**src/design/csm_pkg.sv**
```systemverilog
package csm_pkg;

	// ---------------------------------------------------------------
	// register map (byte addresses)
	// ---------------------------------------------------------------
	localparam logic [7:0] ADDR_MODE = 8'h00;
	localparam logic [7:0] ADDR_CAUSE = 8'h04;
	localparam logic [7:0] ADDR_MOSC = 8'h08;
	localparam logic [7:0] ADDR_CPUCLK = 8'h0C;
	localparam logic [7:0] ADDR_IOSC = 8'h10;
	localparam logic [7:0] ADDR_MCLK = 8'h14;
	localparam logic [7:0] ADDR_STATUS = 8'h18;

	// ---------------------------------------------------------------
	// field positions and reset values
	// ---------------------------------------------------------------
	localparam int BIT_WATCH_EN = 0;
	localparam int BIT_LVI_FLAG = 0;
	localparam int BIT_WATCH_FLAG = 1;
	localparam int BIT_WDT_FLAG = 4;
	localparam int BIT_HS_HALT = 7;
	localparam int BIT_IOSC_HALT = 0;
	localparam int BIT_MCLK_SEL = 1;
	localparam logic [7:0] MODE_RST = 8'h00;
	localparam logic [7:0] CAUSE_RST = 8'h00;

	// ---------------------------------------------------------------
	// timing
	// ---------------------------------------------------------------
	localparam logic [7:0] OSC_SETTLE_SEL_DEF = 8'h05;
	localparam longint SETTLE_HS_CYCLES = 65536;
	localparam longint SYS_CLK_KHZ = 25000;
	localparam longint SYS_PERIOD_NS = 40;
	localparam longint HS_CLK_KHZ_DEF = 10000;
	// settle time in system cycles, rounded up
	localparam longint SETTLE_CYCLES_DEF =
		(SETTLE_HS_CYCLES * SYS_CLK_KHZ + HS_CLK_KHZ_DEF - 1)
		/ HS_CLK_KHZ_DEF;
	localparam int SETTLE_W = 24;
	localparam logic [4:0] STOP_WINDOW_CYCLES = 5'h10;

	// ---------------------------------------------------------------
	// bus types
	// ---------------------------------------------------------------
	localparam logic [1:0] RESP_OKAY = 2'h0;
	localparam logic [1:0] RESP_SLVERR = 2'h2;

	typedef struct packed {
		logic awvalid;
		logic [31:0] awaddr;
		logic wvalid;
		logic [31:0] wdata;
		logic [3:0] wstrb;
		logic bready;
		logic arvalid;
		logic [31:0] araddr;
		logic rready;
	} csm_axi_req_t;

	typedef struct packed {
		logic awready;
		logic wready;
		logic bvalid;
		logic [1:0] bresp;
		logic arready;
		logic rvalid;
		logic [31:0] rdata;
		logic [1:0] rresp;
	} csm_axi_rsp_t;

	typedef enum logic [1:0] {ST_SETTLE, ST_HOLD, ST_RUN} csm_state_t;

endpackage

```
**src/design/csm_top.sv**
```systemverilog
`timescale 1ns/1ns

// What this block does
// - mode register is written by byte or single-bit style writes.
// - external reset clears the mode register to zero, monitor off.
// - bit 0 of the mode register enables monitoring when one.
// - enable bit is sticky; only external or internal reset clears it.
// - monitor-caused reset clears enable and sets cause flag bit 1.
// - monitoring begins once the enable bit is one.
// - monitor waits out the settle period after any reset release.
// - monitor suspended in stop mode and during the following settle.
// - monitor suspended while software halts the fast clock, then settle.
// - monitor suspended while the internal oscillator is halted.
// - monitor runs only outside stop and reset with both clocks running.
// - enable set during settle waits and starts when settle ends.
// - settle wait applies always, whatever fast clock source is used.
// - enable set before stop resumes after post-stop settle by itself.
// - enable set during software halt starts after restart and settle.
// - fast clock halt bits are bit 7 of two control registers.
// - oscillator halt bit writes ignored when halting is not allowed.
// - watchdog, voltage or monitor resets only set their own flag.
// - power-on clear zeroes every cause flag.
// - running monitor samples fast clock and resets the chip on stop.
// - reading the cause register zeroes its flags.
module csm_top #(
	parameter int unsigned SETTLE_CYCLES = 32'(csm_pkg::SETTLE_CYCLES_DEF)
) (
	// clock and external reset
	input wire logic clk_sys,
	input wire logic rst,
	// register bus
	input wire csm_pkg::csm_axi_req_t axi_req,
	output csm_pkg::csm_axi_rsp_t axi_rsp,
	// fast clock pin and chip status
	input wire logic hs_clk_pin,
	input wire logic stop_mode,
	input wire logic osc_stop_allowed,
	input wire logic main_clock_selected,
	// other reset sources
	input wire logic por_req,
	input wire logic wdt_reset_req,
	input wire logic lvi_reset_req,
	// outputs to chip
	output logic clk_stop_reset,
	output logic monitor_active,
	output logic main_osc_halt,
	output logic main_clock_cut,
	output logic internal_osc_halt
);
	import csm_pkg::*;

	// ---------------------------------------------------------------
	// declarations
	// ---------------------------------------------------------------
	csm_axi_rsp_t rsp_reg;
	csm_state_t state_reg;
	logic [SETTLE_W-1:0] settle_cnt_reg;
	logic [4:0] gap_cnt_reg;
	logic hs_meta_reg, hs_sync_reg, hs_last_reg, watch_enable_reg;
	logic [7:0] reset_cause_register;
	logic mosc_halt_reg, cpu_cut_reg, iosc_halt_reg;
	logic clk_stop_reset_reg, monitor_active_reg;
	logic aw_ok_reg, w_ok_reg, wstrb0_reg;
	logic [7:0] awaddr_reg;
	logic [31:0] wdata_reg;
	logic hs_edge, sw_stop, suspend, mon_on, detect, int_any;
	logic wr_fire, rd_fire, cause_read;

	// true when the address is one of the mapped words
	function automatic logic addr_hit(input logic [7:0] a);
		addr_hit = (a == ADDR_MODE) || (a == ADDR_CAUSE) ||
			(a == ADDR_MOSC) || (a == ADDR_CPUCLK) ||
			(a == ADDR_IOSC) || (a == ADDR_MCLK) ||
			(a == ADDR_STATUS);
	endfunction

	// read data for a mapped word, zero elsewhere
	function automatic logic [31:0] rd_mux(input logic [7:0] a);
		logic [7:0] v;
		v = 8'h00;
		case (a)
			ADDR_MODE: v[BIT_WATCH_EN] = watch_enable_reg;
			ADDR_CAUSE: v = reset_cause_register;
			ADDR_MOSC: v[BIT_HS_HALT] = mosc_halt_reg;
			ADDR_CPUCLK: v[BIT_HS_HALT] = cpu_cut_reg;
			ADDR_IOSC: v[BIT_IOSC_HALT] = iosc_halt_reg;
			ADDR_MCLK: v[BIT_MCLK_SEL] = main_clock_selected;
			ADDR_STATUS: v = {5'h00, state_reg == ST_HOLD,
				state_reg == ST_SETTLE, mon_on};
			default: v = 8'h00;
		endcase
		rd_mux = {24'h00_0000, v};
	endfunction

	// ---------------------------------------------------------------
	// fast clock sampling
	// ---------------------------------------------------------------
	// two-stage synchroniser then edge detect on the second stage
	always_ff @(posedge clk_sys or posedge rst)
	begin
		if (rst)
			{hs_meta_reg, hs_sync_reg, hs_last_reg} <= 3'b000;
		else
		begin
			hs_meta_reg <= hs_clk_pin;
			hs_sync_reg <= hs_meta_reg;
			hs_last_reg <= hs_sync_reg;
		end
	end

	// monitor conditions
	assign hs_edge = hs_sync_reg ^ hs_last_reg;
	assign sw_stop = mosc_halt_reg | cpu_cut_reg;
	assign suspend = stop_mode | sw_stop;
	// only stabilised, enabled, oscillator running
	assign mon_on = (state_reg == ST_RUN) && watch_enable_reg &&
		!iosc_halt_reg;
	assign detect = mon_on && !hs_edge &&
		(gap_cnt_reg == STOP_WINDOW_CYCLES - 5'h01);
	assign int_any = detect | wdt_reset_req | lvi_reset_req | por_req;

	// ---------------------------------------------------------------
	// suspension and settle sequencing
	// ---------------------------------------------------------------
	// any reset restarts the full settle wait; suspension holds it and reloads the full count
	always_ff @(posedge clk_sys or posedge rst)
	begin
		if (rst)
		begin
			state_reg <= ST_SETTLE;
			settle_cnt_reg <= SETTLE_W'(SETTLE_CYCLES);
		end
		else if (int_any)
		begin
			state_reg <= ST_SETTLE;
			settle_cnt_reg <= SETTLE_W'(SETTLE_CYCLES);
		end
		else if (suspend)
		begin
			state_reg <= ST_HOLD;
			settle_cnt_reg <= SETTLE_W'(SETTLE_CYCLES);
		end
		else
		begin
			case (state_reg)
				ST_HOLD: state_reg <= ST_SETTLE;
				ST_SETTLE:
				begin
					// same wait whatever the fast clock source
					if (settle_cnt_reg == '0)
						state_reg <= ST_RUN;
					else
						settle_cnt_reg <= settle_cnt_reg - 1'b1;
				end
				ST_RUN: state_reg <= ST_RUN;
				default: state_reg <= ST_SETTLE;
			endcase
		end
	end

	// edge gap counter, idle unless monitoring
	always_ff @(posedge clk_sys or posedge rst)
	begin
		if (rst)
			gap_cnt_reg <= 5'h00;
		else if (!mon_on || hs_edge)
			gap_cnt_reg <= 5'h00;
		else
			gap_cnt_reg <= gap_cnt_reg + 5'h01;
	end

	// ---------------------------------------------------------------
	// bus slave
	// ---------------------------------------------------------------
	assign wr_fire = aw_ok_reg && w_ok_reg && !rsp_reg.bvalid;
	assign rd_fire = axi_req.arvalid && rsp_reg.arready;
	assign cause_read = rd_fire && (axi_req.araddr[7:0] == ADDR_CAUSE);

	// write address and data latched independently
	always_ff @(posedge clk_sys or posedge rst)
	begin
		if (rst)
		begin
			aw_ok_reg <= 1'b0;
			w_ok_reg <= 1'b0;
			awaddr_reg <= 8'h00;
			wdata_reg <= 32'h0000_0000;
			wstrb0_reg <= 1'b0;
		end
		else
		begin
			if (axi_req.awvalid && rsp_reg.awready)
			begin
				aw_ok_reg <= 1'b1;
				awaddr_reg <= axi_req.awaddr[7:0];
			end
			else if (wr_fire)
				aw_ok_reg <= 1'b0;
			if (axi_req.wvalid && rsp_reg.wready)
			begin
				w_ok_reg <= 1'b1;
				wdata_reg <= axi_req.wdata;
				wstrb0_reg <= axi_req.wstrb[0];
			end
			else if (wr_fire)
				w_ok_reg <= 1'b0;
		end
	end

	// ready pulses, write response and read response
	always_ff @(posedge clk_sys or posedge rst)
	begin
		if (rst)
			rsp_reg <= '0;
		else
		begin
			rsp_reg.awready <= axi_req.awvalid && !rsp_reg.awready &&
				!aw_ok_reg && !rsp_reg.bvalid;
			rsp_reg.wready <= axi_req.wvalid && !rsp_reg.wready &&
				!w_ok_reg && !rsp_reg.bvalid;
			if (wr_fire)
			begin
				rsp_reg.bvalid <= 1'b1;
				rsp_reg.bresp <= addr_hit(awaddr_reg) ?
					RESP_OKAY : RESP_SLVERR;
			end
			else if (axi_req.bready)
				rsp_reg.bvalid <= 1'b0;
			rsp_reg.arready <= axi_req.arvalid && !rsp_reg.arready &&
				!rsp_reg.rvalid;
			if (rd_fire)
			begin
				rsp_reg.rvalid <= 1'b1;
				rsp_reg.rdata <= rd_mux(axi_req.araddr[7:0]);
				rsp_reg.rresp <= addr_hit(axi_req.araddr[7:0]) ?
					RESP_OKAY : RESP_SLVERR;
			end
			else if (axi_req.rready)
				rsp_reg.rvalid <= 1'b0;
		end
	end

	// ---------------------------------------------------------------
	// registers
	// ---------------------------------------------------------------
	// enable bit: set-only from software, cleared by any reset
	always_ff @(posedge clk_sys or posedge rst)
	begin
		if (rst)
			watch_enable_reg <= MODE_RST[BIT_WATCH_EN];
		else if (int_any)
			watch_enable_reg <= 1'b0;
		else if (wr_fire && awaddr_reg == ADDR_MODE && wstrb0_reg)
			watch_enable_reg <= watch_enable_reg |
				wdata_reg[BIT_WATCH_EN];
	end

	// clock halt controls, cleared by any reset
	always_ff @(posedge clk_sys or posedge rst)
	begin
		if (rst)
			{mosc_halt_reg, cpu_cut_reg, iosc_halt_reg} <= 3'b000;
		else if (int_any)
			{mosc_halt_reg, cpu_cut_reg, iosc_halt_reg} <= 3'b000;
		else if (wr_fire && wstrb0_reg)
		begin
			if (awaddr_reg == ADDR_MOSC)
				mosc_halt_reg <= wdata_reg[BIT_HS_HALT];
			if (awaddr_reg == ADDR_CPUCLK)
				cpu_cut_reg <= wdata_reg[BIT_HS_HALT];
			if (awaddr_reg == ADDR_IOSC && osc_stop_allowed)
				iosc_halt_reg <= wdata_reg[BIT_IOSC_HALT];
		end
	end

	// cause flags: power-on clear first, then read clear, sets win
	always_ff @(posedge clk_sys or posedge rst)
	begin
		if (rst)
			reset_cause_register <= CAUSE_RST;
		else if (por_req)
			reset_cause_register <= CAUSE_RST;
		else
		begin
			reset_cause_register[BIT_WDT_FLAG] <= wdt_reset_req ||
				(reset_cause_register[BIT_WDT_FLAG] && !cause_read);
			reset_cause_register[BIT_LVI_FLAG] <= lvi_reset_req ||
				(reset_cause_register[BIT_LVI_FLAG] && !cause_read);
			reset_cause_register[BIT_WATCH_FLAG] <= detect ||
				(reset_cause_register[BIT_WATCH_FLAG] &&
				!cause_read);
		end
	end

	// chip reset pulse and monitor status
	always_ff @(posedge clk_sys or posedge rst)
	begin
		if (rst)
			{clk_stop_reset_reg, monitor_active_reg} <= 2'b00;
		else
		begin
			clk_stop_reset_reg <= detect;
			monitor_active_reg <= mon_on && !detect;
		end
	end

	assign axi_rsp = rsp_reg;
	assign clk_stop_reset = clk_stop_reset_reg;
	assign monitor_active = monitor_active_reg;
	assign main_osc_halt = mosc_halt_reg;
	assign main_clock_cut = cpu_cut_reg;
	assign internal_osc_halt = iosc_halt_reg;
endmodule

```
**config.mk**
```make
export PLATFORM = sky130hd
export DESIGN_NAME = csm_top
export DESIGN_NICKNAME = d
export VERILOG_FILES = /design/src/design/csm_pkg.sv /design/src/design/csm_top.sv
export SDC_FILE = /design/constraint.sdc
export NUM_CORES = 1
export LEC_CHECK = 0
export BUFFER_PORTS_ARGS = -buffer_cell sky130_fd_sc_hd__buf_2
export CORE_MARGIN = 3
export CORE_UTILIZATION = 40
export CTS_CLUSTER_DIAMETER = 50
export DETAILED_ROUTE_END_ITERATION = 10
export MAX_ROUTING_LAYER = met4
export PLACE_DENSITY = 0.71
export SLEW_MARGIN = 0
export SYNTH_ARGS = -nofsm -noshare
export SYNTH_HDL_FRONTEND = slang
export SYNTH_SLANG_ARGS = --single-unit
export TNS_END_PERCENT = 10
```
**constraint.sdc**
```tcl
create_clock -name clk_sys -period 2.75 [get_ports clk_sys]
set_clock_uncertainty 0.1 [all_clocks]
set_input_delay 0.275 -clock clk_sys [delete_from_list [all_inputs] [get_ports clk_sys]]
set_output_delay 0.275 -clock clk_sys [all_outputs]
set_load 0.02 [all_outputs]
```
**After elaboration in Yosys (flattened, before gate mapping)**

Cells that the tools add are included.

- Flip-flop bits (word level): 79
- Input port bits: 114

- $add $sub $neg: 2
- Equality and inequality tests: 17
- Multiplexer cells: 35
- Bitwise operators: 7
- Reduce and logical (&&, ||, !) cells: 72

Operator list:

| kind | number |
|---|---|
| two-way mux 24 bit | 4 |
| == test 8 x 5 -> 1 bit (second input constant) | 6 |
| == test 8 x 4 -> 1 bit (second input constant) | 4 |
| logical AND 1 bit | 26 |
| zero test 24 bit | 1 |
| subtractor 24 x 1 -> 24 bit (second input constant) | 1 |
| two-way mux 1 bit | 19 |
| nonzero test 2 bit | 9 |
| == test 8 x 3 -> 1 bit (second input constant) | 2 |
| zero test 8 bit | 2 |
| logical OR 1 bit | 16 |
| zero test 1 bit | 12 |
| two-way mux 2 bit | 6 |
| AND reduction 2 bit | 4 |
| bitwise OR 1 bit | 6 |
| one-hot mux 3 bit (2 select lines) | 1 |
| adder 5 x 1 -> 5 bit (second input constant) | 1 |
| == test 5 x 4 -> 1 bit (second input constant) | 1 |
| two-way mux 5 bit | 1 |
| inequality test 4 bit (second input constant) | 1 |
| one-hot mux 1 bit (4 select lines) | 1 |
| one-hot mux 2 bit (2 select lines) | 1 |
| inequality test 3 bit (second input constant) | 1 |
| one-hot mux 1 bit (3 select lines) | 1 |
| 6 further kinds | 6 |

**Logic depth before layout (Yosys ltp)**

Gate-level depths: netlist (run 1).

- Depth in word-level cells: 10
- Mapped depth: 8

**Worst setup path before layout (run 1)**

Ideal clock, no wire load.

- Path kind: register -> register
- Start: register settle_cnt_reg[14]
- End: register settle_cnt_reg[22]
- Setup time: 0.078 ns
- Data arrival time: 2.017 ns
- Required time: 2.572 ns
- Setup slack: 0.555 ns
- Stages on the path, launching flop included: 6
- Buffers on the path: 0
- Period minus slack after synthesis: 2.195 ns
- Cells stage by stage: dfrtp_1 > or4_4 > or3_1 > or3_1 > or3_1 > a21oi_1

- Cells in the longest elaborated chain, start to end: 5
- Elaborated cells on any way between the ends: 8

RTL lines:

| element | line | text |
|---|---|---|
| start: declaration | csm_top.sv:57 | `logic [SETTLE_W-1:0] settle_cnt_reg;` |
| start signal: assignment | csm_top.sv:131 | `settle_cnt_reg <= SETTLE_W'(SETTLE_CYCLES);` |
| start signal: assignment | csm_top.sv:136 | `settle_cnt_reg <= SETTLE_W'(SETTLE_CYCLES);` |
| start signal: assignment | csm_top.sv:141 | `settle_cnt_reg <= SETTLE_W'(SETTLE_CYCLES);` |
| subtractor 24 x 1 -> 24 bit | csm_top.sv:153 | `settle_cnt_reg <= settle_cnt_reg - 1'b1;` |
| two-way mux 24 bit | csm_top.sv:150 | `if (settle_cnt_reg == '0)` |
| two-way mux 24 bit | csm_top.sv:145 | `case (state_reg)` |
| two-way mux 24 bit | csm_top.sv:138 | `else if (suspend)` |
| two-way mux 24 bit | csm_top.sv:133 | `else if (int_any)` |

Parallel ways exist; a longest one is shown, timed or not. The select of a mux whose other input is x is not followed.
A chain may end at the register's enable or synchronous reset.

**Worst setup path in the final report (run 1)**

- Start: register settle_cnt_reg[0]
- End: register settle_cnt_reg[2]

The elaborated chain is that of the path after synthesis.

==> results of run 1 <==
what timing repair did:
action | CTS | global route
buffers inserted | 0 | 0
hold buffers | 3 | 0
endpoints found under the hold margin | 68 | 0
power breakdown:
| part | internal (µW) | switching [µW] |
|---|---|---|
| logic | 221 | 277 |
| clock network | 692 | 378 |
| registers | 1140 | 108 |
| total | 2050 | 762 |
synth_stat cells, types with 2 or more instances:
library cell	instances	share of area, %
a21oi_1	11	1.6
clkbuf_1	6	0.67
ha_1	4	1.5
nand3_1	4	0.60
nor2_1	46	5.1
mux2i_1	7	2.1
nand2_1	24	2.7
or2_2	3	0.56
inv_1	13	1.5
nor4_1	7	1.3
a31oi_1	3	0.56
or3_1	6	1.1
o31ai_1	2	0.45
nand4_1	7	1.3
o211ai_1	2	0.45
or4_1	3	0.67
nor3_1	12	1.8
dfrtp_1	66	49
mux2_2	11	3.7
a211oi_1	4	0.89
o41ai_1	3	0.78
xor2_1	9	2.3
xnor2_1	11	2.9
o21ai_0	9	1.3
nand2b_1	2	0.37
and2_1	3	0.56
buf_4	29	6.5
dfstp_2	2	1.6
nor4b_1	4	1.0
per-layer routing:
layer | routed length [µm] | share of wire [%] | vias to the layer above
met1 | 2980 | 45 | 1162
met3 | 454 | 6.9 | 6
met2 | 3090 | 47 | 84
met4 | 62 | 0.94 | 0
li1 | - | - | 1232
met5 | 0 | 0 | -
area by class of cell:
| cell class | instances | area, µm² |
|---|---|---|
| clock buffer | 9 | 124 |
| inverter | 13 | 48.8 |
| tap | 102 | 128 |
| multi-input combinational | 244 | 1470 |
| clock inverter | 6 | 138 |
| timing repair buffer | 61 | 343 |
| fill | 725 | 3970 |
| sequential | 68 | 1700 |
critical path, delay by kind of cell (launching register included):
kind / cells / cell delay, ns
and+or+nand+nor: 3 / 1.17
DFF: 1 / 0.42
AOI/OAI and AO/OA: 1 / 0.20
buffers and inverters: 1 / 0.10
adders and majority gates: 1 / 0.15
muxes: 1 / 0.17
stage by stage:
step | power [µW] | worst slack [ns] | hold slack [ns] | instance area [µm²] | instances
global placement | 1750 | 0.387 | 0.233 | 3660 | 485
CTS | 2840 | 0.357 | 0.0334 | 3960 | 503
finish | 2810 | 0.363 | 0.0488 | 3960 | 503
floorplan | 1640 | 0.555 | 0.206 | 3470 | 361
detailed placement | 1760 | 0.366 | 0.239 | 3660 | 485
global route | 2970 | 0.139 | 0.0291 | 3960 | 503
cell families after synthesis:
family | share of synthesized area, %
xor gates and xnor gates | 5.21
buffers and inverters | 8.74
and+or+nand+nor | 19.9
adders and majority gates | 1.49
DFF | 50.7
AOI/OAI and AO/OA | 8.11
muxes | 5.76
other | 0.111
final timing paths:
path	startpoint	end	slack [ns]	depth (start not counted)
worst max-delay path	settle_cnt_reg[0]	settle_cnt_reg[2]	0.36	7
worst min-delay path	por_req	reset_cause_register[0]	0.05	2
worst max register to register	settle_cnt_reg[0]	settle_cnt_reg[2]	0.36	7
worst min register to register	hs_meta_reg	hs_sync_reg	0.25	0
max in group asynchronous	rst	settle_cnt_reg[15]	1.74	4
min in group asynchronous	rst	settle_cnt_reg[20]	0.47	4
==> results summary, run 1 <==
The flow ran to the end, and the final reports show no timing, DRC or antenna violations. The width of the chip came out at 97.7 µm. The number of global-route vias before repair came out at 2440. The number of core rows is 32. The setup-violating endpoint count in the final report is 0. The portion of the clock cycle consumed by the worst path in the final layout came out at 86.8%. In this run the power density over the cells is 711 mW/mm². The H-tree was split into 3 levels. The detailed placement HPWL is 4670 µm.

Headroom to the max-slew limit came out at 58.3%. The global routing stage identified its most utilized layer as met2. The met2 demand-to-capacity share in global routing is 23.0%. Setup repair after global routing left no endpoint under its margin. Walking the worst path, the cells encountered are inv_1 > ha_1 > nor4b_1 > and4_1 > a21oi_1 > nand2_1 > mux2i_1.

The number of DRC markers in iteration 0 is 171. The global-route track usage on met1 is 18.9%. TritonCTS built the clock tree. The maximum cell stage delay along the critical path is 0.53 ns.

The average cell area after synthesis is 10.1 µm². Subtracting the final worst setup slack from the clock period gives 2.39 ns. Timing would allow up to 0.419 GHz. The count of input and output buffers came out at 49. The share of post-route cells with drive strength above 1 came out at 22.9%. The residual antenna-violating net count after detailed routing came out at 0. The number of antenna violations at the first check in global routing is 0. The CTS clock-pin slew for the worst setup and hold paths is 0.07 ns. The maximum number of pins on one net before global-route repair came out at 37.

The mean number of vias per cell is 4.94. Dividing the detail-routed wire length by the instance count gives 13.1 µm. The initial cell density of the core is 42.4%.

The final route contains 2484 vias. The final core utilization came out at 49.9%. The leakage power came out at 0.00189 µW. The number of endpoints with negative hold slack in the final report is 0.

For this run, asynchronously set or reset flops after synthesis account for 100%. In the layout the commonest cells are 66 x dfrtp_1, 49 x buf_2, 46 x nor2_1. Synthesis instantiated 49 different standard cells from the library.

The die boundary height is 97.7 µm. After routing, the total negative slack on setup checks comes to 0 ns. The global-route wire length before repair came out at 11300 µm. The number of antenna repair diodes came out at 0. The cell area after technology mapping came out at 0.00336 mm². Among all stages on the critical path, the largest delay is contributed by and4_1. The synthesized design contains 0 enable-type register cells. The synthesized design contains 68 register bits. The min-delay analysis places its worst path in the category input port to register. Global routing finished with a remaining overflow of 0. The post-cts sizing count is 0. The met3 capacity usage during global routing is 5.03%. The synthesis-to-layout area growth came out at 17.6%.

The count of final max-slew check failures is 0. The number of warning messages in the yosys log is 0. The worst-case vdd ir drop is 0.000643 V. The most common cell after layout, fill and taps aside is dfrtp_1. 160 I/O pins were placed. The worst-case clock buffer depth came out at 2. The cell count after synthesis came out at 333. The core outline area came out at 0.00793 mm². Wires add up to 6580 µm. The die covers 0.00955 mm².

For this run, the post-layout net count is 515. Clock tree synthesis found a total of 68 sinks. The proportion of synthesized chip area in sequential cells came out at 50.7%. The critical path in this run is classified as register to register. The number of max-capacitance violations reported came out at 0. The worst setup path is launched from a register. The arrival time of the worst setup path came out at 2.55 ns. After detailed routing, the number of remaining DRC violations is 0. The worst setup path is captured at a register. The clock latency of the later-clocked register in the worst-skew pair is 0.34 ns. The final weighted congestion of routability-driven global placement came out at 0.804.

The master cell of the clock root buffer is clkbuf_8. The worst-path maximum fanout came out at 10. The endpoint required time on the critical path came out at 2.91 ns. The first-pass detailed-route iteration total came out at 4. The flip-flop count of the largest register after layout came out at 24. Among all flip-flop cells after synthesis, the most frequent one is dfrtp_1. The number of buffers inserted during clock tree synthesis came out at 9. The actual transition at the worst max-transition pin came out at 0.620 ns. The global routing usage summed across all routing layers came out at 15.0%.
Power figures use the tool's default switching activity.
==> run 2: changes to the inputs <==
CORE_ASPECT_RATIO = 1.2   (was default)
==> run 2 against run 1 <==
Sequential share of layout area is 0.57 points higher. Wire length up 2.0%. Worst setup slack got worse by 0.058 ns. Total power is 9.5% lower. Clock power down 26%. Critical path depth unchanged. Global-route usage about the same. First-iteration DRC count is 32% lower. Largest cell class unchanged. Largest power group unchanged.
==> results summary, run 2 (synthesis results as in run 1) <==
The worst setup path is captured at a register. The number of antenna violations at the first check in global routing came out at 0. Static timing analysis puts the maximum clock frequency at 0.409 GHz. The core outline area is 0.00815 mm². The aggregate negative setup slack came out at 0 ns. In this run the power density over the cells is 652 mW/mm².

Detailed routing inserted a total of 2512 vias. The number of sinks on the clock net came out at 68. The final layout net count is 514. In this run the core area contains 36 standard-cell rows. The number of remaining DRC errors is 0. The number of global-route vias before repair came out at 2501.

The global routing usage summed across all routing layers came out at 15.0%. The run finished with clean final reports. In the final layout, the multi-input gates occupy 0.00147 mm². At the pin with the least slew margin, the transition time is 0.707 ns. CTS placed an instance of clkbuf_8 at the clock tree root. The register with the most flip-flops in the layout has 24 of them. Summed over all layers, the routed wires come to 6710 µm. The number of max-capacitance violations reported is 0. The post-layout minimum cycle time came out at 2.45 ns. The setup-violating endpoint count in the final report came out at 0. STA puts the critical path data required time at 2.92 ns. The portion of the clock cycle consumed by the worst path in the final layout came out at 88.9%. The count of input and output buffers is 49. The sequential cell area is 0.00170 mm². The detail-routed net length per standard cell came out at 13.1 µm. The setup slack of the worst register-to-register path came out at 0.30 ns. The path class of the tightest hold or removal check is input port to register. The synthesis-to-layout area growth came out at 16.1%.

The detailed placement HPWL came out at 4990 µm. Prior to clock tree synthesis, the placed netlist has a worst setup slack of 0.349 ns. The CTS tree is built. The top cell types in the final layout, fill and taps aside, are 66 x dfrtp_1, 49 x buf_2, 46 x nor2_1. The congestion estimate from routability-driven global placement came to 0.839.

The global-route wire length before repair came out at 11200 µm. The longest clock path from root to sink contains 2 buffers. The width of the chip is 89.7 µm. The overflow left after global routing is 0.

The die boundary height came out at 106 µm. For hold timing, the worst endpoint is reset_cause_register[1]. The startpoint type of the worst setup path is a register.

The number of endpoints with negative hold slack in the final report came out at 0. The number of top-level design ports is 160. The post-route worst setup slack is 0.305 ns. The post-cts hold buffer count came out at 3. The number of cells after detailed placement is 496. For the worst setup path, the data arrival time is 2.61 ns. The residual antenna-violating net count after detailed routing came out at 0. The number of clock buffers added by TritonCTS is 9.

Gates resized during post-CTS repair numbered 0. The initial cell density of the core came out at 41.3%. For the worst-skew pair, the clock arrives at the later sink with an insertion delay of 0.34 ns. The post-CTS setup repair buffer count is 0. Entering global routing, the biggest net connects 42 pins.

The placement-stage cell area is 0.00368 mm². The count of final max-slew check failures came out at 0. The endpoint identified for the worst register-to-register timing path is settle_cnt_reg[2]. The worst slew slack as a fraction of its limit is 52.4%.

The worst-case IR drop observed on VDD is 0.000678 V. The number of DRC markers in iteration 0 came out at 116. The die covers 0.00955 mm². The clock tree synthesis step divided the H-tree into 3 levels. The leakage power is 0.00186 µW. The hold path depth came out at 2. The first-pass detailed-route iteration total is 4. The share of post-route cells with drive strength above 1 came out at 22.8%. The worst hold path begins at por_req.

Leaving out filler cells and counting taps, the final layout contains 514. The setup path with the least slack is of type register to register. Measured in cells, the most critical reg-to-reg path has a length of 7. The mean number of vias per cell came out at 4.89. The CTS clock-pin slew for the worst setup and hold paths came out at 0.07 ns. After filler insertion, the fill cell instance count of the layout stands at 761.

The area of all placed cells without fillers came out at 0.00391 mm². The worst register-to-register path begins at settle_cnt_reg[0]. The worst hold slack across all endpoints came out at 0.0306 ns. The library cell used most frequently in the layout, excluding fill and tap cells, is dfrtp_1.

Setup repair after global routing left no endpoint under its margin. In this run the worst path has a maximum fanout of 10. The number of antenna repair diodes is 0.
==> run 2: cell types whose count changed in the layout (fill, tap and decap cells not counted), sizes merged <==
cell	before	now
clkinv	2	3
buf	58	57
clkbuf	9	10
clkinvlp	0	1
bufinv	4	1
==> run 2: how the worst max path moves through the flow <==
stage | start | endpoint | slack (ns) | cells past startpoint
final | settle_cnt_reg[0] | settle_cnt_reg[2] | 0.30 | 7
after global routing | settle_cnt_reg[0] | settle_cnt_reg[3] | 0.13 | 7
after CTS | settle_cnt_reg[0] | settle_cnt_reg[2] | 0.31 | 7
after detailed placement | settle_cnt_reg[0] | settle_cnt_reg[2] | 0.35 | 7
after global placement | settle_cnt_reg[0] | settle_cnt_reg[10] | 0.40 | 7
after floorplan | settle_cnt_reg[14] | settle_cnt_reg[22] | 0.55 | 5
==> run 2: critical path, cell delays in order (launching register included) <==
cell     delay [ns]
dfrtp_1        0.43
inv_1          0.10
ha_1           0.14
nor4b_1        0.50
and4_1         0.56
a21oi_1        0.23
nand2_1        0.14
mux2i_1        0.18
==> run 2: layout make-up <==
class | instances | area share (%)
clock buffers | 10 | 3.52
clock inverters | 5 | 1.35
inverters | 13 | 1.25
multi-input cells | 244 | 37.7
flip-flops and latches | 68 | 43.6
well taps | 114 | 3.65
repair buffers | 60 | 8.91
==> run 2: power breakdown <==
group / switching (µW) / internal, µW
logic: 280 / 224
registers: 112 / 1140
clock network: 357 / 433
total: 749 / 1800
==> run 2: routing by layer <==
metal | up-vias | GRT usage [%] | share of wire (%)
li1 | 1235 | - | -
met1 | 1176 | 17.9 | 45
met2 | 92 | 24.1 | 47
met3 | 9 | 3.47 | 6.3
met4 | 0 | 7.12 | 1.7
met5 | - | - | 0
==> run 2: metrics by stage <==
step	power [µW]	util [%]
floorplan	1640	-
global placement	1750	45.2
detailed placement	1770	45.2
CTS	2570	47.9
global route	2680	47.9
finish	2550	47.9
